File: src/wrs_pkg.sv
package wrs_pkg;

   // Timing is kept in half CPU periods; the clock cycle holds two of them
   localparam int HALF_PER_CYCLE = 2;
   localparam int ASSERT_MIN_TCL = 4;
   localparam int ASSERT_MIN_CYC = (ASSERT_MIN_TCL + HALF_PER_CYCLE - 1) / HALF_PER_CYCLE;
   localparam int CANCEL_MAX_TCL = 12;
   localparam int CANCEL_MAX_CYC = CANCEL_MAX_TCL / HALF_PER_CYCLE;
   localparam int SEQ_TCL = 1024;
   localparam int SEQ_CYC = SEQ_TCL / HALF_PER_CYCLE;
   localparam int SAMPLE_DLY_TCL = 8;
   localparam int SAMPLE_DLY_CYC = SAMPLE_DLY_TCL / HALF_PER_CYCLE;
   localparam int TRANSP_MIN_TCL = 3;
   localparam int TRANSP_MAX_TCL = 4;
   localparam int TRANSP_CYC = (TRANSP_MIN_TCL + HALF_PER_CYCLE - 1) / HALF_PER_CYCLE;

   localparam int CNT_W = 10;
   localparam logic [1:0] ASSERT_LAST = 2'(ASSERT_MIN_CYC - 1);
   localparam logic [CNT_W-1:0] CANCEL_LAST = CNT_W'(CANCEL_MAX_CYC - 1);
   localparam logic [CNT_W-1:0] SEQ_LAST = CNT_W'(SEQ_CYC - 1);
   localparam logic [CNT_W-1:0] SAMPLE_LAST = CNT_W'(SAMPLE_DLY_CYC - 1);
   localparam logic [1:0] TRANSP_LAST = 2'(TRANSP_CYC - 1);

   // Register map, word index on the plain register port
   localparam logic [3:0] OFS_SYSCFG = 4'h0;
   localparam logic [3:0] OFS_CMD = 4'h1;
   localparam logic [3:0] OFS_STATUS = 4'h2;
   localparam logic [3:0] OFS_CONFIG = 4'h3;

   localparam int BIDIR_EN_BIT = 3;
   localparam int CMD_SOFT_RESET_BIT = 0;
   localparam int CMD_END_INIT_BIT = 1;
   localparam int STATUS_INIT_PENDING_BIT = 4;

   localparam logic [15:0] SYSCFG_RST = 16'h0000;
   localparam logic [15:0] CONFIG_RST = 16'h0000;
   localparam logic [15:0] SOFT_LATCHED_MASK = 16'h1F00;
   localparam logic [15:0] SOFT_CLEARED_MASK = 16'h00FC;
   localparam logic [23:0] FETCH_START_ADDR = 24'h00_0000;

   typedef enum logic [6:0] {
      ST_IDLE   = 7'b000_0001,
      ST_DETECT = 7'b000_0010,
      ST_SEQ    = 7'b000_0100,
      ST_SAMPLE = 7'b000_1000,
      ST_EXTEND = 7'b001_0000,
      ST_ASYNC  = 7'b010_0000,
      ST_FLASH  = 7'b100_0000
   } wrs_state_t;

   typedef struct packed {
      logic async_rst;
      logic long_rst;
      logic short_rst;
      logic soft_rst;
   } wrs_flags_t;

   localparam wrs_flags_t FLAGS_RST = '{default: 1'b0};

endpackage

File: src/wrs_sequencer.sv
`timescale 1ns/1ps
module wrs_sequencer
   import wrs_pkg::*;
(
   input wire logic CLK_I,
   input wire logic RESET_I,
   input wire logic CE_I,
   input wire logic RESET_IN_N_I,
   output logic RESET_IN_N_O,
   output logic RESET_IN_N_OE_N_O,
   input wire logic FILTERED_RESET_IN_I,
   input wire logic RESET_MODE_SENSE_PIN_I,
   output logic RESET_MODE_PULLDOWN_O,
   input wire logic EXTERNAL_BOOT_SELECT_I,
   input wire logic WATCHDOG_RESET_I,
   input wire logic FLASH_INIT_DONE_I,
   output logic FLASH_INIT_REQ_O,
   output logic FLASH_ONLY_RESET_O,
   input wire logic [15:0] PORT0_I,
   output logic [15:0] CONFIG_O,
   output logic CLOCK_OPTION_PINS_TRANSPARENT_O,
   output logic RESET_OUT_N_O,
   output logic CPU_RESET_O,
   output logic IO_TRISTATE_O,
   output logic BUS_ABORT_O,
   output logic HOLD_CANCEL_O,
   output logic STROBES_IDLE_O,
   output logic ASYNC_RESET_O,
   output logic FETCH_START_O,
   output logic [23:0] FETCH_ADDR_O,
   input wire logic [3:0] REG_ADDR_I,
   input wire logic [15:0] REG_WDATA_I,
   input wire logic REG_WR_I,
   input wire logic REG_RD_I,
   output logic [15:0] REG_RDATA_O
);

   wrs_state_t state_r;
   logic [CNT_W-1:0] cnt_r;
   logic soft_r;
   logic filtered_reset_in_meta_r;
   logic filtered_reset_in_s_r;
   logic mode_meta_r;
   logic mode_s_r;
   logic [1:0] low_cnt_r;
   logic pd_r;
   logic bidir_en_r;
   logic init_pending_r;
   wrs_flags_t flags_r;
   logic transp_r;
   logic [1:0] tcnt_r;
   logic [15:0] config_r;
   logic fetch_start_r;
   logic [23:0] fetch_addr_r;
   logic flash_only_r;
   logic mode_pd_r;
   logic [15:0] rdata_r;

   logic hw_start;
   logic async_start;
   logic async_hit;
   logic soft_req;
   logic cmd_wr;
   logic exit_now;
   logic sample_done;
   logic boot_internal;
   logic pd_start;

   // Two-stage synchronisers; only the second stage is looked at
   always_ff @(posedge CLK_I) begin
      if (RESET_I) begin
         filtered_reset_in_meta_r <= 1'b1;
         filtered_reset_in_s_r <= 1'b1;
         mode_meta_r <= 1'b1;
         mode_s_r <= 1'b1;
      end else if (CE_I) begin
         filtered_reset_in_meta_r <= FILTERED_RESET_IN_I;
         filtered_reset_in_s_r <= filtered_reset_in_meta_r;
         mode_meta_r <= RESET_MODE_SENSE_PIN_I;
         mode_s_r <= mode_meta_r;
      end
   end

   // Consecutive low cycles of the filtered input, saturating
   always_ff @(posedge CLK_I) begin
      if (RESET_I) begin
         low_cnt_r <= 2'h0;
      end else if (CE_I) begin
         if (filtered_reset_in_s_r) begin
            low_cnt_r <= 2'h0;
         end else if (low_cnt_r != 2'h3) begin
            low_cnt_r <= low_cnt_r + 2'h1;
         end
      end
   end

   assign boot_internal = EXTERNAL_BOOT_SELECT_I;
   assign cmd_wr = REG_WR_I && (REG_ADDR_I == OFS_CMD);
   assign soft_req = WATCHDOG_RESET_I || (cmd_wr && REG_WDATA_I[CMD_SOFT_RESET_BIT]);
   // For hardware starts the mode pin only counts while the filtered input is low
   assign async_start = !filtered_reset_in_s_r && !mode_s_r;
   assign hw_start = !filtered_reset_in_s_r && mode_s_r && (low_cnt_r == ASSERT_LAST);
   assign async_hit = !soft_r && !filtered_reset_in_s_r && !mode_s_r;
   assign sample_done = (state_r == ST_SAMPLE) && (cnt_r == SAMPLE_LAST);
   assign exit_now = (state_r == ST_FLASH) && (!boot_internal || FLASH_INIT_DONE_I);
   assign pd_start = (state_r == ST_IDLE) && !async_start && bidir_en_r &&
                     (hw_start || (soft_req && mode_s_r));

   always_ff @(posedge CLK_I) begin
      if (RESET_I) begin
         state_r <= ST_IDLE;
         cnt_r <= '0;
         soft_r <= 1'b0;
      end else if (CE_I) begin
         unique case (state_r)
            ST_IDLE: begin
               cnt_r <= '0;
               if (async_start) begin
                  state_r <= ST_ASYNC;
                  soft_r <= 1'b0;
               end else if (hw_start) begin
                  state_r <= ST_DETECT;
                  soft_r <= 1'b0;
               end else if (soft_req) begin
                  state_r <= ST_DETECT;
                  soft_r <= 1'b1;
               end
            end
            ST_DETECT: begin
               if (async_hit) begin
                  state_r <= ST_ASYNC;
               end else if (cnt_r == CANCEL_LAST) begin
                  state_r <= ST_SEQ;
                  cnt_r <= '0;
               end else begin
                  cnt_r <= cnt_r + 1'b1;
               end
            end
            ST_SEQ: begin
               if (async_hit) begin
                  state_r <= ST_ASYNC;
               end else if (cnt_r == SEQ_LAST) begin
                  state_r <= ST_SAMPLE;
                  cnt_r <= '0;
               end else begin
                  cnt_r <= cnt_r + 1'b1;
               end
            end
            ST_SAMPLE: begin
               if (async_hit) begin
                  state_r <= ST_ASYNC;
               end else if (cnt_r == SAMPLE_LAST) begin
                  state_r <= filtered_reset_in_s_r ? ST_FLASH : ST_EXTEND;
                  cnt_r <= '0;
               end else begin
                  cnt_r <= cnt_r + 1'b1;
               end
            end
            ST_EXTEND: begin
               if (async_hit) begin
                  state_r <= ST_ASYNC;
               end else if (filtered_reset_in_s_r) begin
                  state_r <= ST_FLASH;
               end
            end
            ST_ASYNC: begin
               // Stays asynchronous even if the mode pin recovers
               if (filtered_reset_in_s_r) begin
                  state_r <= ST_FLASH;
               end
            end
            ST_FLASH: begin
               if (exit_now) begin
                  state_r <= ST_IDLE;
                  soft_r <= 1'b0;
               end
            end
            default: begin
               state_r <= ST_IDLE;
               cnt_r <= '0;
               soft_r <= 1'b0;
            end
         endcase
      end
   end

   // Own pull-down on the reset pin, released at internal sequence end
   always_ff @(posedge CLK_I) begin
      if (RESET_I) begin
         pd_r <= 1'b0;
      end else if (CE_I) begin
         if (pd_start) begin
            pd_r <= 1'b1;
         end else if (state_r == ST_ASYNC || (state_r == ST_SEQ && cnt_r == SEQ_LAST)) begin
            pd_r <= 1'b0;
         end else if (soft_r && !mode_s_r) begin
            pd_r <= 1'b0;
         end
      end
   end

   // Exit clear wins; writes are refused outside the init window
   always_ff @(posedge CLK_I) begin
      if (RESET_I) begin
         bidir_en_r <= SYSCFG_RST[BIDIR_EN_BIT];
      end else if (CE_I) begin
         if (exit_now) begin
            bidir_en_r <= 1'b0;
         end else if (REG_WR_I && REG_ADDR_I == OFS_SYSCFG && init_pending_r && state_r == ST_IDLE) begin
            bidir_en_r <= REG_WDATA_I[BIDIR_EN_BIT];
         end
      end
   end

   // Reset output held until end of initialisation is commanded
   always_ff @(posedge CLK_I) begin
      if (RESET_I) begin
         init_pending_r <= 1'b1;
      end else if (CE_I) begin
         if (state_r != ST_IDLE) begin
            init_pending_r <= 1'b1;
         end else if (cmd_wr && REG_WDATA_I[CMD_END_INIT_BIT]) begin
            init_pending_r <= 1'b0;
         end
      end
   end

   // Status flags: hardware set wins over a write-one clear in the same cycle
   always_ff @(posedge CLK_I) begin
      wrs_flags_t set_v;
      wrs_flags_t clr_v;
      set_v = FLAGS_RST;
      clr_v = FLAGS_RST;
      if (RESET_I) begin
         flags_r <= FLAGS_RST;
      end else if (CE_I) begin
         if (REG_WR_I && REG_ADDR_I == OFS_STATUS) begin
            clr_v = wrs_flags_t'(REG_WDATA_I[3:0]);
         end
         // Only a hardware reset can turn asynchronous; soft resets mask it
         set_v.async_rst = async_hit && (state_r != ST_ASYNC) &&
                           (state_r != ST_FLASH);
         set_v.soft_rst = (state_r == ST_IDLE) && !async_start && !hw_start && soft_req;
         set_v.short_rst = sample_done;
         set_v.long_rst = sample_done && !filtered_reset_in_s_r;
         flags_r <= (flags_r & ~clr_v) | set_v;
      end
   end

   // Clock option pins transparent through a long reset
   always_ff @(posedge CLK_I) begin
      if (RESET_I) begin
         transp_r <= 1'b0;
         tcnt_r <= 2'h0;
      end else if (CE_I) begin
         if (sample_done && !filtered_reset_in_s_r) begin
            transp_r <= 1'b1;
            tcnt_r <= 2'h0;
         end else if (transp_r && filtered_reset_in_s_r) begin
            if (tcnt_r == TRANSP_LAST) begin
               transp_r <= 1'b0;
            end
            tcnt_r <= tcnt_r + 2'h1;
         end else begin
            tcnt_r <= 2'h0;
         end
      end
   end

   // Exit: latch configuration and point the fetch at the start vector
   always_ff @(posedge CLK_I) begin
      if (RESET_I) begin
         config_r <= CONFIG_RST;
         fetch_start_r <= 1'b0;
         fetch_addr_r <= FETCH_START_ADDR;
      end else if (CE_I) begin
         fetch_start_r <= exit_now;
         if (exit_now) begin
            fetch_addr_r <= FETCH_START_ADDR;
            if (soft_r) begin
               config_r <= (config_r & ~(SOFT_LATCHED_MASK | SOFT_CLEARED_MASK)) |
                           (PORT0_I & SOFT_LATCHED_MASK) | SOFT_CLEARED_MASK;
            end else begin
               config_r <= PORT0_I;
            end
         end
      end
   end

   // Pulse too short for a system reset still resets the flash
   always_ff @(posedge CLK_I) begin
      if (RESET_I) begin
         flash_only_r <= 1'b0;
      end else if (CE_I) begin
         flash_only_r <= (state_r == ST_IDLE) && filtered_reset_in_s_r && (low_cnt_r != 2'h0) &&
                         (low_cnt_r < 2'(ASSERT_MIN_CYC));
      end
   end

   // Follows the raw pin, so an outside low counts as well as our own
   always_ff @(posedge CLK_I) begin
      if (RESET_I) begin
         mode_pd_r <= 1'b0;
      end else if (CE_I) begin
         mode_pd_r <= !RESET_IN_N_I || pd_r;
      end
   end

   // Read data stands only in the cycle after the read strobe
   always_ff @(posedge CLK_I) begin
      if (RESET_I) begin
         rdata_r <= 16'h0000;
      end else if (CE_I) begin
         rdata_r <= 16'h0000;
         if (REG_RD_I) begin
            unique case (REG_ADDR_I)
               OFS_SYSCFG: rdata_r[BIDIR_EN_BIT] <= bidir_en_r;
               OFS_STATUS: rdata_r <= {11'h000, init_pending_r, flags_r};
               OFS_CONFIG: rdata_r <= config_r;
               default: rdata_r <= 16'h0000;
            endcase
         end
      end
   end

   // Open drain: the pin is only ever driven low
   assign RESET_IN_N_O = 1'b0;
   assign RESET_IN_N_OE_N_O = !pd_r;
   assign RESET_MODE_PULLDOWN_O = mode_pd_r;
   assign FLASH_INIT_REQ_O = (state_r == ST_FLASH) && boot_internal;
   assign FLASH_ONLY_RESET_O = flash_only_r;
   assign CONFIG_O = config_r;
   assign CLOCK_OPTION_PINS_TRANSPARENT_O = transp_r;
   assign RESET_OUT_N_O = !init_pending_r;
   assign CPU_RESET_O = (state_r != ST_IDLE);
   assign IO_TRISTATE_O = (state_r != ST_IDLE);
   assign BUS_ABORT_O = (state_r == ST_DETECT) || (state_r == ST_ASYNC);
   assign HOLD_CANCEL_O = (state_r == ST_DETECT) || (state_r == ST_ASYNC);
   assign STROBES_IDLE_O = (state_r != ST_IDLE);
   assign ASYNC_RESET_O = (state_r == ST_ASYNC);
   assign FETCH_START_O = fetch_start_r;
   assign FETCH_ADDR_O = fetch_addr_r;
   assign REG_RDATA_O = rdata_r;

endmodule

File: config.mk
export PLATFORM = sky130hd
export DESIGN_NAME = wrs_sequencer
export DESIGN_NICKNAME = d
export VERILOG_FILES = /design/src/wrs_pkg.sv /design/src/wrs_sequencer.sv
export SDC_FILE = /design/constraint.sdc
export NUM_CORES = 1
export LEC_CHECK = 0
export BUFFER_PORTS_ARGS = -buffer_cell sky130_fd_sc_hd__buf_2
export CORE_ASPECT_RATIO = 2
export CORE_UTILIZATION = 46
export CTS_BUF_LIST = sky130_fd_sc_hd__clkbuf_8 sky130_fd_sc_hd__clkbuf_16
export DETAILED_ROUTE_END_ITERATION = 12
export GPL_ROUTABILITY_DRIVEN = 0
export HOLD_SLACK_MARGIN = 0.03
export PLACE_DENSITY = 0.85
export SETUP_SLACK_MARGIN = 0.2
export SLEW_MARGIN = 0
export SYNTH_ARGS = -nofsm -noshare
export SYNTH_HDL_FRONTEND = slang
export SYNTH_SLANG_ARGS = --single-unit
File: constraint.sdc
create_clock -name CLK_I -period 1.9 [get_ports CLK_I]
set_input_delay 0.475 -clock CLK_I [delete_from_list [all_inputs] [get_ports CLK_I]]
set_output_delay 0.475 -clock CLK_I [all_outputs]
set_load 0.01 [all_outputs]
Yosys cells after proc, flatten, opt, wreduce, memory -nomap -nowiden
Index checks and enable logic that the tools add are counted.
- output and inout bits: 70
- bits in registers: 69
- logic and storage cells: 171
- $lt $le $gt $ge: 1
- bitwise operators: 6
- add/sub/neg operators: 3
- muxes and demuxes: 48
- reductions and logical operators: 64
- equality and inequality tests: 27
- operators with widths (kind ; number):
    $mux W7 ; 13
    $mux W10 ; 6
    $pmux W7 S7 ; 1
    $pmux W10 S4 ; 1
    $mux W16 ; 2
    $logic_and A1 B1 Y1 ; 30
    $pmux W12 S2 ; 1
    $or A16 B13 Y16 ; 1
    $mux W1 ; 14
    $mux W4 ; 3
    $reduce_bool A2 Y1 ; 6
    $add A10 B1 Y10 const B ; 1
    $eq A10 B2 Y1 const B ; 1
    $eq A10 B3 Y1 const B ; 1
    $eq A10 B9 Y1 const B ; 1
    $ne A2 B2 Y1 const B ; 5
    $reduce_and A2 Y1 ; 5
    $logic_not A1 Y1 ; 9
    $eq A4 B2 Y1 const B ; 2
    $mux W2 ; 4
    $eq A7 B1 Y1 const B ; 1
    $eq A7 B2 Y1 const B ; 1
    $eq A7 B3 Y1 const B ; 1
    $eq A7 B4 Y1 const B ; 1
    other kinds (28) ; 38

Depth between registers and ports, before layout
Gate-level depths: netlist of the first run.
- depth in word-level cells: 9
- mapped depth: 7
- mapped depth without buffers: 7

Worst setup path before layout of the first run
OpenSTA, ideal clock, no wires.
- path kind: register to output
- from: reg state_r[1]
- to: out HOLD_CANCEL_O
- setup slack: -0.222 ns
- data arrival time: 1.647 ns
- stages on the path, launching flop included: 6
- cell sequence: dfxtp_1 buf_2 or4_1 or3_4 nand2_1 buf_4
- cells in the longest elaborated chain, start to end: 2
- ends and longest elaborated chain (item ; RTL line ; source):
    start, declared ; wrs_sequencer.sv:38 ; wrs_state_t state_r;
    start signal, assigned ; wrs_sequencer.sv:153 ; state_r <= filtered_reset_in_s_r ? ST_FLASH : ST_EXTEND;
    $eq A7 B2 Y1 or $eq A7 B6 Y1 (tied branches) ; n/a ;
    $logic_or A1 B1 Y1 * ; n/a ;
    end, declared ; wrs_sequencer.sv:26 ; output logic HOLD_CANCEL_O,
Every way passes the cells marked *; elsewhere a longest branch is shown, timed or not.

Final worst setup path of the first run
- from: reg state_r[0]
- to: out HOLD_CANCEL_O
- cells in the longest elaborated chain, start to end: 2
- ends and longest elaborated chain (item ; RTL line ; source):
    $eq A7 B2 Y1 or $eq A7 B6 Y1 (tied branches) ; wrs_sequencer.sv:338 ; assign HOLD_CANCEL_O = (state_r == ST_DETECT) || (state_r == ST_ASYNC);
    $logic_or A1 B1 Y1 * ; wrs_sequencer.sv:338 ;
Marked as above.

==> flow_results.xml, run 1 <==
<?xml version="1.0" encoding="UTF-8"?>
<metrics>
  <group name="logic_synthesis">
    <metric name="yosys_warnings" unit="">0</metric>
    <metric name="postSynthCellCount" unit="">425</metric>
    <metric name="synth_edf_count" unit="">0</metric>
    <metric name="dominantRegCellSynth" unit="">sky130_fd_sc_hd__dfxtp_1</metric>
    <metric name="synthTopCellsByArea" unit="">sky130_fd_sc_hd__dfxtp_1, sky130_fd_sc_hd__buf_4, sky130_fd_sc_hd__nor2_1, sky130_fd_sc_hd__a22oi_1, sky130_fd_sc_hd__nand2_1</metric>
    <metric name="yosysUniqueCellTypes" unit="">74</metric>
    <metric name="synthesis.area_per_instance" unit="µm²">8.48</metric>
    <metric name="ys_async_sr_fraction" unit="%">0</metric>
    <metric name="ys_seq_area_share" unit="%">38.3</metric>
    <metric name="syn_area" unit="mm²">0.00360</metric>
    <metric name="yosysTopAreaCellShare" unit="%">38.3</metric>
    <metric name="synth.ff_latch_count" unit="">69</metric>
    <metric name="cell_accounting_for_the_most_synthesized_area" unit="">sky130_fd_sc_hd__dfxtp_1</metric>
  </group>
  <group name="finish">
    <metric name="numnets_final" unit="">622</metric>
    <metric name="drive_above_1_share" unit="%">46.9</metric>
    <metric name="post-route-cell-area" unit="mm²">0.00545</metric>
    <metric name="area_growth" unit="%">51.3</metric>
    <metric name="diodes" unit="">0</metric>
    <metric name="fillCellCount" unit="">432</metric>
    <metric name="final_common_cell" unit="">sky130_fd_sc_hd__buf_2</metric>
    <metric name="layout_common_cells" unit="">sky130_fd_sc_hd__buf_2, sky130_fd_sc_hd__dfxtp_1, sky130_fd_sc_hd__buf_4, sky130_fd_sc_hd__nor2_1, sky130_fd_sc_hd__nand2_1</metric>
    <metric name="fin_util" unit="%">71.7</metric>
  </group>
  <group name="placement">
    <metric name="placed_area" unit="mm²">0.00435</metric>
    <metric name="hpwl_reported_at_the_end_of_detailed_placement" unit="mm">8.11</metric>
    <metric name="placement.io_buffers" unit="">79</metric>
  </group>
  <group name="critical_path">
    <metric name="critPathCaptureType" unit="">output pin</metric>
    <metric name="worst-endpoint-arrival" unit="ns">1.83</metric>
    <metric name="setup.worst_path.class" unit="">register to output pin</metric>
    <metric name="reg2reg_setup_slack" unit="ns">-0.38</metric>
    <metric name="crit_start" unit="">state_r[0]</metric>
    <metric name="timing.rr.start" unit="">state_r[0]</metric>
    <metric name="number_of_cells_on_the_worst_reg_to_reg_path" unit="">11</metric>
    <metric name="cp_max_fo" unit="">3</metric>
    <metric name="cp-start-kind" unit="">register</metric>
    <metric name="cp_data_required_time" unit="ns">1.42</metric>
    <metric name="reg2reg_to" unit="">cnt_r[8]</metric>
    <metric name="setup.worst_path.end" unit="">HOLD_CANCEL_O</metric>
  </group>
  <group name="global_routing">
    <metric name="grt_first_pass_wirelength" unit="mm">21.1</metric>
    <metric name="vias_in_the_first_global_route" unit="">4186</metric>
    <metric name="track_usage" unit="%">34.7</metric>
    <metric name="initial_antenna_violation_count" unit="">1</metric>
    <metric name="global_route.overflow_total" unit="">0</metric>
    <metric name="grt_max_degree" unit="">28</metric>
  </group>
  <group name="drt">
    <metric name="routed_length_per_instance" unit="µm">25.6</metric>
    <metric name="ant_nets" unit="">0</metric>
    <metric name="detail_route.iter0.violations" unit="">728</metric>
    <metric name="route.detailed.vias_per_inst" unit="">6.71</metric>
    <metric name="routed-via-count" unit="">4485</metric>
    <metric name="route.final.wire_length" unit="mm">17.1</metric>
    <metric name="dr.pass1.iters" unit="">8</metric>
    <metric name="post-route-drc-count" unit="">0</metric>
  </group>
  <group name="sta">
    <metric name="worstMarginPinSlew" unit="ns">0.565</metric>
    <metric name="final_hold_viols" unit="">0</metric>
    <metric name="layout_min_cycle_time" unit="ns">2.30</metric>
    <metric name="final-max-slew-violation-count" unit="">0</metric>
    <metric name="finalHoldWorstSlack" unit="ns">0.338</metric>
    <metric name="final.setup.tns" unit="ns">-10.86</metric>
    <metric name="clock_skew" unit="ns">0.0225</metric>
    <metric name="timing.max_slew.rel_slack" unit="%">62.3</metric>
    <metric name="rsz0062_at_grt" unit="">true</metric>
    <metric name="timing.final.crit_share" unit="%">121</metric>
    <metric name="max_clock_freq" unit="GHz">0.434</metric>
    <metric name="finalSetupViolations" unit="">46</metric>
    <metric name="finalWorstSetupSlack" unit="ns">-0.404</metric>
  </group>
  <group name="job">
    <metric name="drv.max_cap_violation_count" unit="">0</metric>
  </group>
  <group name="power">
    <metric name="peak_supply_drop" unit="V">0.000521</metric>
    <metric name="power_per_cell_area" unit="mW/mm²">721</metric>
    <metric name="overall_power" unit="mW">3.93</metric>
    <metric name="net-switching-power" unit="mW">1.14</metric>
    <metric name="p_clk_share" unit="%">44.2</metric>
    <metric name="leakagePower" unit="nW">2.31</metric>
    <metric name="p_seq_share" unit="%">38.1</metric>
    <metric name="switching_share" unit="%">29.1</metric>
    <metric name="power.internal" unit="mW">2.78</metric>
    <metric name="p_comb_share" unit="%">17.6</metric>
  </group>
  <group name="clocking">
    <metric name="clk_root_buffer_cell" unit="">sky130_fd_sc_hd__clkbuf_16</metric>
    <metric name="cts.reportedPaths.clkPinSlew" unit="ns">0.08</metric>
    <metric name="cts_tree" unit="">built</metric>
    <metric name="clkLatencyLatePin" unit="ns">0.37</metric>
    <metric name="cts_made_buffers" unit="">9</metric>
    <metric name="clockBufferDepth" unit="">2</metric>
    <metric name="h-tree-depth" unit="">3</metric>
    <metric name="cts_sinks" unit="">69</metric>
  </group>
  <group name="floorplan">
    <metric name="floorplan.initialDensity" unit="%">47.4</metric>
    <metric name="die_area" unit="mm²">0.00821</metric>
    <metric name="core_region_area" unit="mm²">0.00760</metric>
    <metric name="row_count" unit="">45</metric>
    <metric name="design.portCount" unit="">117</metric>
    <metric name="overall_die_height" unit="µm">127</metric>
    <metric name="dieWidth" unit="µm">64.6</metric>
  </group>
  <group name="status">
    <metric name="failed_checks" unit="">negative setup slack</metric>
    <metric name="outcome" unit="">finished with violations</metric>
  </group>
  <group name="worst_hold_path">
    <metric name="hold_path_class" unit="">input port to register</metric>
    <metric name="hold_path.startpoint" unit="">RESET_IN_N_I</metric>
  </group>
</metrics>
[registers in the layout, summed over array words and instances, names as in the netlist, 2 cells and up]
name / count
low_cnt_r: 2
REG_RDATA_O: 16
flags_r: 4
tcnt_r: 2
state_r: 7
cnt_r: 10
CONFIG_O: 16
[logic make-up after synthesis]
family	Yosys count	share of synthesized area (%)
XOR/XNOR	8	1.94
flip-flops	69	38.3
other	1	0.104
buffers and inverters	69	10.8
AND/OR/NAND/NOR	181	26.4
adder cells (fa/ha/maj)	6	2.08
AO/OA/AOI/OAI	76	16.0
multiplexers	15	4.37
[Yosys cell counts (2+ instances only)]
master / count
sky130_fd_sc_hd__buf_4: 28
sky130_fd_sc_hd__and3_1: 3
sky130_fd_sc_hd__nand2b_1: 4
sky130_fd_sc_hd__nor4_4: 2
sky130_fd_sc_hd__and4_1: 2
sky130_fd_sc_hd__nand4_1: 15
sky130_fd_sc_hd__dfxtp_1: 69
sky130_fd_sc_hd__clkbuf_1: 11
sky130_fd_sc_hd__o21ai_0: 9
sky130_fd_sc_hd__a22oi_1: 18
sky130_fd_sc_hd__a31oi_1: 2
sky130_fd_sc_hd__nor2_1: 55
sky130_fd_sc_hd__nor4_1: 4
sky130_fd_sc_hd__o31ai_1: 2
sky130_fd_sc_hd__a41oi_1: 2
sky130_fd_sc_hd__nor3_1: 21
sky130_fd_sc_hd__and3_2: 2
sky130_fd_sc_hd__mux2_2: 5
sky130_fd_sc_hd__xor2_1: 7
sky130_fd_sc_hd__buf_6: 2
sky130_fd_sc_hd__buf_2: 7
sky130_fd_sc_hd__a21o_1: 2
sky130_fd_sc_hd__or4_1: 3
sky130_fd_sc_hd__nand2_1: 36
sky130_fd_sc_hd__nor2b_1: 5
sky130_fd_sc_hd__o2bb2ai_1: 2
sky130_fd_sc_hd__or3_1: 2
sky130_fd_sc_hd__ha_1: 6
sky130_fd_sc_hd__nand3b_1: 2
sky130_fd_sc_hd__mux2i_1: 9
sky130_fd_sc_hd__nor4b_1: 2
sky130_fd_sc_hd__buf_1: 5
sky130_fd_sc_hd__inv_1: 13
sky130_fd_sc_hd__o211ai_2: 2
sky130_fd_sc_hd__a211oi_1: 3
sky130_fd_sc_hd__nand3_1: 10
sky130_fd_sc_hd__nand4b_1: 2
sky130_fd_sc_hd__inv_2: 2
sky130_fd_sc_hd__a21oi_1: 14
[worst min-delay path by stage]
stage,endpoint,slack [ns],cells after the start
detailed placement,flags_r[3],0.45,2
floorplan,flags_r[1],0.43,2
CTS,RESET_MODE_PULLDOWN_O,0.34,2
global route,RESET_MODE_PULLDOWN_O,0.34,2
finish,RESET_MODE_PULLDOWN_O,0.34,2
global placement,flags_r[3],0.45,2
[stage by stage]
step / worst slack [ns] / std cells
5_1_grt: -0.458 / 668
3_5_place_dp: -0.128 / 618
3_3_place_gp: -0.0323 / 618
2_1_floorplan: -0.0597 / 449
6_report: -0.404 / 668
4_1_cts: -0.340 / 649
[worst max-delay path: stages (launching register included)]
cell and delay (ns):
sky130_fd_sc_hd__dfxtp_2 0.32, sky130_fd_sc_hd__or4_4 0.54, sky130_fd_sc_hd__or3_4 0.39, sky130_fd_sc_hd__nand2_4 0.09, sky130_fd_sc_hd__buf_2 0.12
[per-layer routing]
metal / vias up / share of wire [%] / global-route usage [%]
li1: 1761 / - / -
met4: 0 / 11 / 30.6
met2: 477 / 48 / 60.7
met3: 189 / 11 / 11.5
met5: - / 0 / 0
met1: 2058 / 30 / 30.5
[power groups by stage]
stage / Clock [mW] / Sequential [mW] / Combinational [mW]
global placement: 0 / 1.53 / 0.416
floorplan: 0 / 1.52 / 0.310
finish: 1.74 / 1.50 / 0.692
global route: 1.78 / 1.50 / 0.713
detailed placement: 0 / 1.53 / 0.429
CTS: 1.64 / 1.49 / 0.571
[final cells by class]
class,count,area [µm²],area share [%]
multi-input cells,311,2370,43.5
flip-flops and latches,69,1390,25.6
repair buffers,162,1210,22.2
clock buffers,9,225,4.13
well taps,94,118,2.16
clock inverters,7,67.6,1.24
inverters,16,65.1,1.19
[repair_timing]
| item | in CTS | in global routing |
|---|---|---|
| endpoints found under the hold margin | 0 | 0 |
| gates resized for setup | 63 | 59 |
| setup buffers | 14 | 18 |
| gates cloned | 1 | 1 |
| pin swaps | 28 | 30 |
| endpoints found under the setup margin | 35 | 50 |
| hold buffers | 0 | 0 |
Power figures use the tool's default switching activity.
==> run 2, diff against run 1 <==
--- a/config.mk
+++ b/config.mk
@@ -13,8 +13,9 @@
 export GPL_ROUTABILITY_DRIVEN = 0
 export HOLD_SLACK_MARGIN = 0.03
 export PLACE_DENSITY = 0.85
-export SETUP_SLACK_MARGIN = 0.2
+export SETUP_SLACK_MARGIN = 0.02
 export SLEW_MARGIN = 0
 export SYNTH_ARGS = -nofsm -noshare
 export SYNTH_HDL_FRONTEND = slang
 export SYNTH_SLANG_ARGS = --single-unit
+export TNS_END_PERCENT = 30
==> run 2 against run 1 <==
Effect of this change:
- the flow still finishes with violations (negative setup slack)
- sequential share of layout area up 3.0 points
- critical path depth unchanged
- non-clock buffer count down 25
- clock-buffer cell count unchanged
- core utilization down 7.5 points
- largest power group unchanged
==> flow_results.xml, run 2 (synthesis gave the netlist of run 1 again) <==
<?xml version="1.0" encoding="UTF-8"?>
<metrics>
  <group name="critical_path">
    <metric name="max_stage_delay" unit="ns">0.56</metric>
    <metric name="worst-endpoint-arrival" unit="ns">1.81</metric>
    <metric name="timing.rr.start" unit="">state_r[0]</metric>
    <metric name="cp_data_required_time" unit="ns">1.42</metric>
    <metric name="reg2reg_to" unit="">state_r[5]</metric>
    <metric name="cp_max_fo" unit="">3</metric>
    <metric name="critPathCaptureType" unit="">output pin</metric>
    <metric name="number_of_cells_on_the_worst_reg_to_reg_path" unit="">7</metric>
    <metric name="crit_start" unit="">state_r[0]</metric>
    <metric name="setup.worst_path.class" unit="">register to output pin</metric>
    <metric name="crit_path_top_delay_cell" unit="">sky130_fd_sc_hd__or4_4</metric>
    <metric name="cp-start-kind" unit="">register</metric>
    <metric name="crit_chain" unit="">or4_4, or3_4, nand2_4, buf_2</metric>
    <metric name="reg2reg_setup_slack" unit="ns">-0.18</metric>
  </group>
  <group name="clocking">
    <metric name="h-tree-depth" unit="">3</metric>
    <metric name="cts_tree" unit="">built</metric>
    <metric name="cts_made_buffers" unit="">9</metric>
    <metric name="clockBufferDepth" unit="">2</metric>
    <metric name="clk_root_buffer_cell" unit="">sky130_fd_sc_hd__clkbuf_16</metric>
    <metric name="cts.reportedPaths.clkPinSlew" unit="ns">0.06</metric>
    <metric name="clkLatencyLatePin" unit="ns">0.35</metric>
    <metric name="cts_sinks" unit="">69</metric>
    <metric name="post_cts_hold_buffer_count" unit="">0</metric>
  </group>
  <group name="finish">
    <metric name="numnets_final" unit="">597</metric>
    <metric name="final_common_cell" unit="">sky130_fd_sc_hd__buf_2</metric>
    <metric name="layout_common_cells" unit="">sky130_fd_sc_hd__buf_2, sky130_fd_sc_hd__dfxtp_1, sky130_fd_sc_hd__nor2_1, sky130_fd_sc_hd__buf_4, sky130_fd_sc_hd__nand2_1</metric>
    <metric name="layoutNonFillerInstCount" unit="">643</metric>
    <metric name="drive_above_1_share" unit="%">37.2</metric>
    <metric name="diodes" unit="">0</metric>
    <metric name="area_growth" unit="%">35.5</metric>
  </group>
  <group name="floorplan">
    <metric name="die_area" unit="mm²">0.00821</metric>
    <metric name="core_region_area" unit="mm²">0.00760</metric>
    <metric name="floorplan.initialDensity" unit="%">47.4</metric>
    <metric name="dieWidth" unit="µm">64.6</metric>
    <metric name="overall_die_height" unit="µm">127</metric>
    <metric name="row_count" unit="">45</metric>
    <metric name="design.portCount" unit="">117</metric>
  </group>
  <group name="global_routing">
    <metric name="global_route.overflow_total" unit="">0</metric>
    <metric name="grt_max_degree" unit="">46</metric>
    <metric name="track_usage" unit="%">26.2</metric>
    <metric name="grt_first_pass_wirelength" unit="mm">16.5</metric>
    <metric name="initial_antenna_violation_count" unit="">0</metric>
    <metric name="vias_in_the_first_global_route" unit="">3573</metric>
  </group>
  <group name="sta">
    <metric name="max_clock_freq" unit="GHz">0.437</metric>
    <metric name="finalSetupViolations" unit="">23</metric>
    <metric name="timing.max_slew.rel_slack" unit="%">56.9</metric>
    <metric name="timing.final.crit_share" unit="%">120</metric>
    <metric name="final_hold_viols" unit="">0</metric>
    <metric name="rsz0062_at_grt" unit="">true</metric>
    <metric name="worstMarginPinSlew" unit="ns">0.646</metric>
    <metric name="layout_min_cycle_time" unit="ns">2.29</metric>
    <metric name="finalHoldWorstSlack" unit="ns">0.330</metric>
    <metric name="finalWorstSetupSlack" unit="ns">-0.387</metric>
    <metric name="final-max-slew-violation-count" unit="">0</metric>
    <metric name="clock_skew" unit="ns">0.00878</metric>
  </group>
  <group name="worst_hold_path">
    <metric name="hold-path-endpoint" unit="">RESET_MODE_PULLDOWN_O</metric>
    <metric name="min_path_cells" unit="">2</metric>
    <metric name="hold_path_class" unit="">input port to register</metric>
    <metric name="hold_path.startpoint" unit="">RESET_IN_N_I</metric>
  </group>
  <group name="drt">
    <metric name="detail_route.iter0.violations" unit="">385</metric>
    <metric name="route.final.wire_length" unit="mm">11.5</metric>
    <metric name="ant_nets" unit="">0</metric>
    <metric name="dr.pass1.iters" unit="">5</metric>
    <metric name="routed_length_per_instance" unit="µm">17.9</metric>
    <metric name="post-route-drc-count" unit="">0</metric>
    <metric name="routed-via-count" unit="">3831</metric>
    <metric name="route.detailed.vias_per_inst" unit="">5.96</metric>
  </group>
  <group name="placement">
    <metric name="dpl.cell_count" unit="">613</metric>
    <metric name="placement.io_buffers" unit="">79</metric>
    <metric name="hpwl_reported_at_the_end_of_detailed_placement" unit="mm">7.37</metric>
  </group>
  <group name="job">
    <metric name="drv.max_cap_violation_count" unit="">0</metric>
  </group>
  <group name="status">
    <metric name="failed_checks" unit="">negative setup slack</metric>
    <metric name="outcome" unit="">finished with violations</metric>
  </group>
  <group name="power">
    <metric name="peak_supply_drop" unit="V">0.000512</metric>
    <metric name="power_per_cell_area" unit="mW/mm²">798</metric>
    <metric name="leakagePower" unit="nW">2.12</metric>
  </group>
</metrics>
-- run 2: repair_timing --
| action | CTS | global route |
|---|---|---|
| resized for setup | 11 | 37 |
| pin swaps | 2 | 12 |
| setup endpoints to repair | 12 | 32 |
| cloned | 0 | 1 |
| buffers inserted | 1 | 12 |
-- run 2: layer usage --
metal | up-vias | global-route usage [%] | routed length, µm
li1 | 1705 | - | -
met1 | 1784 | 24.5 | 3720
met2 | 262 | 46.1 | 6090
met3 | 80 | 5.45 | 840
met4 | 0 | 23.5 | 876
met5 | - | 0 | 0
-- run 2: stage by stage --
step	util [%]	setup TNS (ns)	power [mW]	setup slack [ns]	cell area, µm²
6_report	64.2	-2.51	3.89	-0.387	4880
5_1_grt	64.2	-4.34	4.01	-0.419	4880
4_1_cts	61.0	-1.58	3.79	-0.383	4640
3_5_place_dp	56.0	-0.0612	1.93	-0.0300	4260
3_3_place_gp	56.0	0	1.92	0.00433	4260
2_1_floorplan	-	-0.101	1.82	-0.0598	3740
-- run 2: worst max-delay path, delay by kind of cell, from the launching register on --
kind | cells | cell delay (ns)
simple gates | 3 | 1.03
buf+inv | 1 | 0.12
flops | 1 | 0.32
-- run 2: area by class of cell --
cell class / count / area (µm²)
clock buffer: 9 / 225
clock inverter: 7 / 105
fill: 574 / 2720
inverter: 16 / 65.1
multi-input combinational: 311 / 2070
sequential: 69 / 1390
tap: 94 / 118
timing repair buffer: 137 / 910
-- run 2: worst max-delay path by stage --
stage	end	slack, ns	cells past startpoint
finish	HOLD_CANCEL_O	-0.39	4
global route	BUS_ABORT_O	-0.42	4
CTS	HOLD_CANCEL_O	-0.38	4
detailed placement	state_r[5]	-0.03	5
global placement	HOLD_CANCEL_O	0.004	4
floorplan	HOLD_CANCEL_O	-0.06	5
-- run 2: power by group --
| group | internal (mW) | switching (mW) | leakage, nW | total, mW |
|---|---|---|---|---|
| registers | 1.47 | 0.0259 | 0.561 | 1.49 |
| clock network | 1.17 | 0.707 | 0.159 | 1.88 |
| logic | 0.233 | 0.291 | 1.40 | 0.524 |
| total | 2.87 | 1.02 | 2.12 | 3.89 |
==> run 3, diff against run 2 <==
--- a/config.mk
+++ b/config.mk
@@ -7,12 +7,12 @@
 export LEC_CHECK = 0
 export BUFFER_PORTS_ARGS = -buffer_cell sky130_fd_sc_hd__buf_2
 export CORE_ASPECT_RATIO = 2
-export CORE_UTILIZATION = 46
+export CORE_UTILIZATION = 51
 export CTS_BUF_LIST = sky130_fd_sc_hd__clkbuf_8 sky130_fd_sc_hd__clkbuf_16
 export DETAILED_ROUTE_END_ITERATION = 12
 export GPL_ROUTABILITY_DRIVEN = 0
 export HOLD_SLACK_MARGIN = 0.03
-export PLACE_DENSITY = 0.85
+export PLACE_DENSITY = 0.89
 export SETUP_SLACK_MARGIN = 0.02
 export SLEW_MARGIN = 0
 export SYNTH_ARGS = -nofsm -noshare
==> constraint.sdc (replaced) <==
create_clock -name CLK_I -period 2.5 [get_ports CLK_I]
set_input_delay 0.625 -clock CLK_I [delete_from_list [all_inputs] [get_ports CLK_I]]
set_output_delay 0.625 -clock CLK_I [all_outputs]
set_load 0.01 [all_outputs]
==> run 3 against run 2 <==
Effect of this change:
- the flow now finishes without violations
- clock-buffer cell count is 1 higher
- cell area is 11% lower
- first-iteration DRC count is 21% higher
- clock skew is 0.0055 ns lower
- final cell count is 6.8% lower
- sequential cell count stayed put
- routed wire length is 11% lower
- worst setup slack better by 0.44 ns
- critical path depth stayed put
- critical path type unchanged
- die area is 9.6% lower
- sequential share of layout area is 3.4 points higher
==> flow_results.xml, run 3 (synthesis gave the netlist of run 1 again) <==
<?xml version="1.0" encoding="UTF-8"?>
<metrics>
  <group name="sta">
    <metric name="finalSetupViolations" unit="">0</metric>
    <metric name="final-max-slew-violation-count" unit="">0</metric>
    <metric name="timing.max_slew.rel_slack" unit="%">48.4</metric>
    <metric name="rsz0062_at_grt" unit="">false</metric>
    <metric name="final_hold_viols" unit="">0</metric>
    <metric name="timing.final.crit_share" unit="%">97.8</metric>
    <metric name="clock_skew" unit="ns">0.00324</metric>
    <metric name="layout_min_cycle_time" unit="ns">2.44</metric>
    <metric name="max_clock_freq" unit="GHz">0.409</metric>
    <metric name="worstMarginPinSlew" unit="ns">0.773</metric>
    <metric name="final.setup.tns" unit="ns">0</metric>
  </group>
  <group name="clocking">
    <metric name="cts_sinks" unit="">69</metric>
    <metric name="cts.reportedPaths.clkPinSlew" unit="ns">0.06</metric>
    <metric name="cts_tree" unit="">built</metric>
    <metric name="h-tree-depth" unit="">3</metric>
    <metric name="cts_made_buffers" unit="">9</metric>
    <metric name="clkLatencyLatePin" unit="ns">0.33</metric>
    <metric name="clockBufferDepth" unit="">2</metric>
    <metric name="clk_root_buffer_cell" unit="">sky130_fd_sc_hd__clkbuf_16</metric>
  </group>
  <group name="finish">
    <metric name="multi_input_area" unit="mm²">0.00194</metric>
    <metric name="layout_common_cells" unit="">sky130_fd_sc_hd__buf_2, sky130_fd_sc_hd__dfxtp_1, sky130_fd_sc_hd__nor2_1, sky130_fd_sc_hd__nand2_1, sky130_fd_sc_hd__conb_1</metric>
    <metric name="final_common_cell" unit="">sky130_fd_sc_hd__buf_2</metric>
    <metric name="layoutNonFillerInstCount" unit="">599</metric>
    <metric name="area_growth" unit="%">20.1</metric>
    <metric name="drive_above_1_share" unit="%">27.7</metric>
    <metric name="numnets_final" unit="">557</metric>
    <metric name="diodes" unit="">0</metric>
    <metric name="fillCellCount" unit="">552</metric>
    <metric name="post-route-cell-area" unit="mm²">0.00433</metric>
    <metric name="final-seq-area" unit="mm²">0.00138</metric>
  </group>
  <group name="critical_path">
    <metric name="critPathCaptureType" unit="">output pin</metric>
    <metric name="reg2reg_to" unit="">soft_r</metric>
    <metric name="reg2reg_setup_slack" unit="ns">0.32</metric>
    <metric name="timing.rr.start" unit="">state_r[6]</metric>
    <metric name="cp-start-kind" unit="">register</metric>
    <metric name="cp_max_fo" unit="">4</metric>
    <metric name="worst-endpoint-arrival" unit="ns">1.82</metric>
    <metric name="cp_data_required_time" unit="ns">1.88</metric>
    <metric name="number_of_cells_on_the_worst_reg_to_reg_path" unit="">6</metric>
    <metric name="setup.worst_path.class" unit="">register to output pin</metric>
  </group>
  <group name="worst_hold_path">
    <metric name="hold-path-endpoint" unit="">flags_r[3]</metric>
    <metric name="hold_path_class" unit="">register to register</metric>
    <metric name="hold_path.startpoint" unit="">flags_r[3]</metric>
    <metric name="min_path_cells" unit="">2</metric>
  </group>
  <group name="job">
    <metric name="drv.max_cap_violation_count" unit="">0</metric>
  </group>
  <group name="status">
    <metric name="outcome" unit="">finished clean</metric>
  </group>
  <group name="drt">
    <metric name="dr.pass1.iters" unit="">8</metric>
    <metric name="route.final.wire_length" unit="mm">10.3</metric>
    <metric name="post-route-drc-count" unit="">0</metric>
    <metric name="routed_length_per_instance" unit="µm">17.1</metric>
    <metric name="detail_route.iter0.violations" unit="">465</metric>
    <metric name="route.detailed.vias_per_inst" unit="">5.97</metric>
    <metric name="routed-via-count" unit="">3576</metric>
    <metric name="ant_nets" unit="">0</metric>
  </group>
  <group name="global_routing">
    <metric name="initial_antenna_violation_count" unit="">0</metric>
    <metric name="vias_in_the_first_global_route" unit="">3399</metric>
    <metric name="track_usage" unit="%">30.0</metric>
    <metric name="grt_max_degree" unit="">28</metric>
    <metric name="grt_first_pass_wirelength" unit="mm">16.3</metric>
    <metric name="global_route.overflow_total" unit="">0</metric>
  </group>
  <group name="placement">
    <metric name="dpl.cell_count" unit="">583</metric>
    <metric name="placed_area" unit="mm²">0.00401</metric>
    <metric name="hpwl_reported_at_the_end_of_detailed_placement" unit="mm">7.09</metric>
    <metric name="placement.io_buffers" unit="">79</metric>
  </group>
  <group name="power">
    <metric name="overall_power" unit="mW">2.70</metric>
    <metric name="power_per_cell_area" unit="mW/mm²">623</metric>
    <metric name="peak_supply_drop" unit="V">0.000445</metric>
    <metric name="leakagePower" unit="nW">1.85</metric>
  </group>
  <group name="floorplan">
    <metric name="overall_die_height" unit="µm">121</metric>
    <metric name="dieWidth" unit="µm">61.4</metric>
    <metric name="die_area" unit="mm²">0.00743</metric>
    <metric name="row_count" unit="">43</metric>
    <metric name="design.portCount" unit="">117</metric>
    <metric name="core_region_area" unit="mm²">0.00689</metric>
    <metric name="floorplan.initialDensity" unit="%">52.3</metric>
  </group>
</metrics>
==> run 3: how the worst max path moves through the flow <==
stage,from,endpoint
2_1_floorplan,state_r[1],HOLD_CANCEL_O
3_3_place_gp,state_r[5],state_r[5]
3_5_place_dp,state_r[5],state_r[5]
4_1_cts,state_r[0],BUS_ABORT_O
5_1_grt,state_r[0],HOLD_CANCEL_O
6_report,state_r[0],HOLD_CANCEL_O
==> run 3: critical path, stage by stage, from the launching register on <==
cell and delay, ns:
sky130_fd_sc_hd__dfxtp_1 0.32, sky130_fd_sc_hd__or4_1 0.55, sky130_fd_sc_hd__or3_4 0.39, sky130_fd_sc_hd__nand2_2 0.09
sky130_fd_sc_hd__buf_2 0.13
==> run 3: per-stage QoR <==
step                util [%]  worst slack, ns  hold WS [ns]
floorplan                  -            0.228         0.434
global placement        58.2            0.298         0.447
detailed placement      58.2            0.265         0.459
CTS                     62.6           0.0319         0.467
global route            62.8           0.0311         0.484
finish                  62.8           0.0560         0.468
==> run 3: per-layer routing <==
metal	up-vias	global-route usage [%]	part of all wire, %	wire [µm]
met1	1670	30.3	34	3440
met3	69	8.32	6.9	710
met2	217	50.8	54	5500
li1	1620	-	-	-
met4	0	20.3	6.0	618
met5	-	0	0	0
==> run 3: power by group <==
| group | switching, mW | total (mW) | internal (mW) |
|---|---|---|---|
| clock network | 0.482 | 1.28 | 0.797 |
| registers | 0.0157 | 1.13 | 1.12 |
| logic | 0.181 | 0.285 | 0.104 |
==> run 3: layout make-up <==
class / count / share of cell area [%]
inverter: 16 / 1.39
tap: 90 / 2.60
timing repair buffer: 97 / 12.3
sequential: 69 / 31.9
multi-input combinational: 311 / 44.9
clock buffer: 10 / 5.52
clock inverter: 6 / 1.42
==> run 3: repair_timing <==
item / CTS / global route
resized for setup: 0 / 5
buffers inserted: 0 / 0
pin swaps: 1 / 0
setup endpoints to repair: 2 / 7
hold buffers: 0 / 0
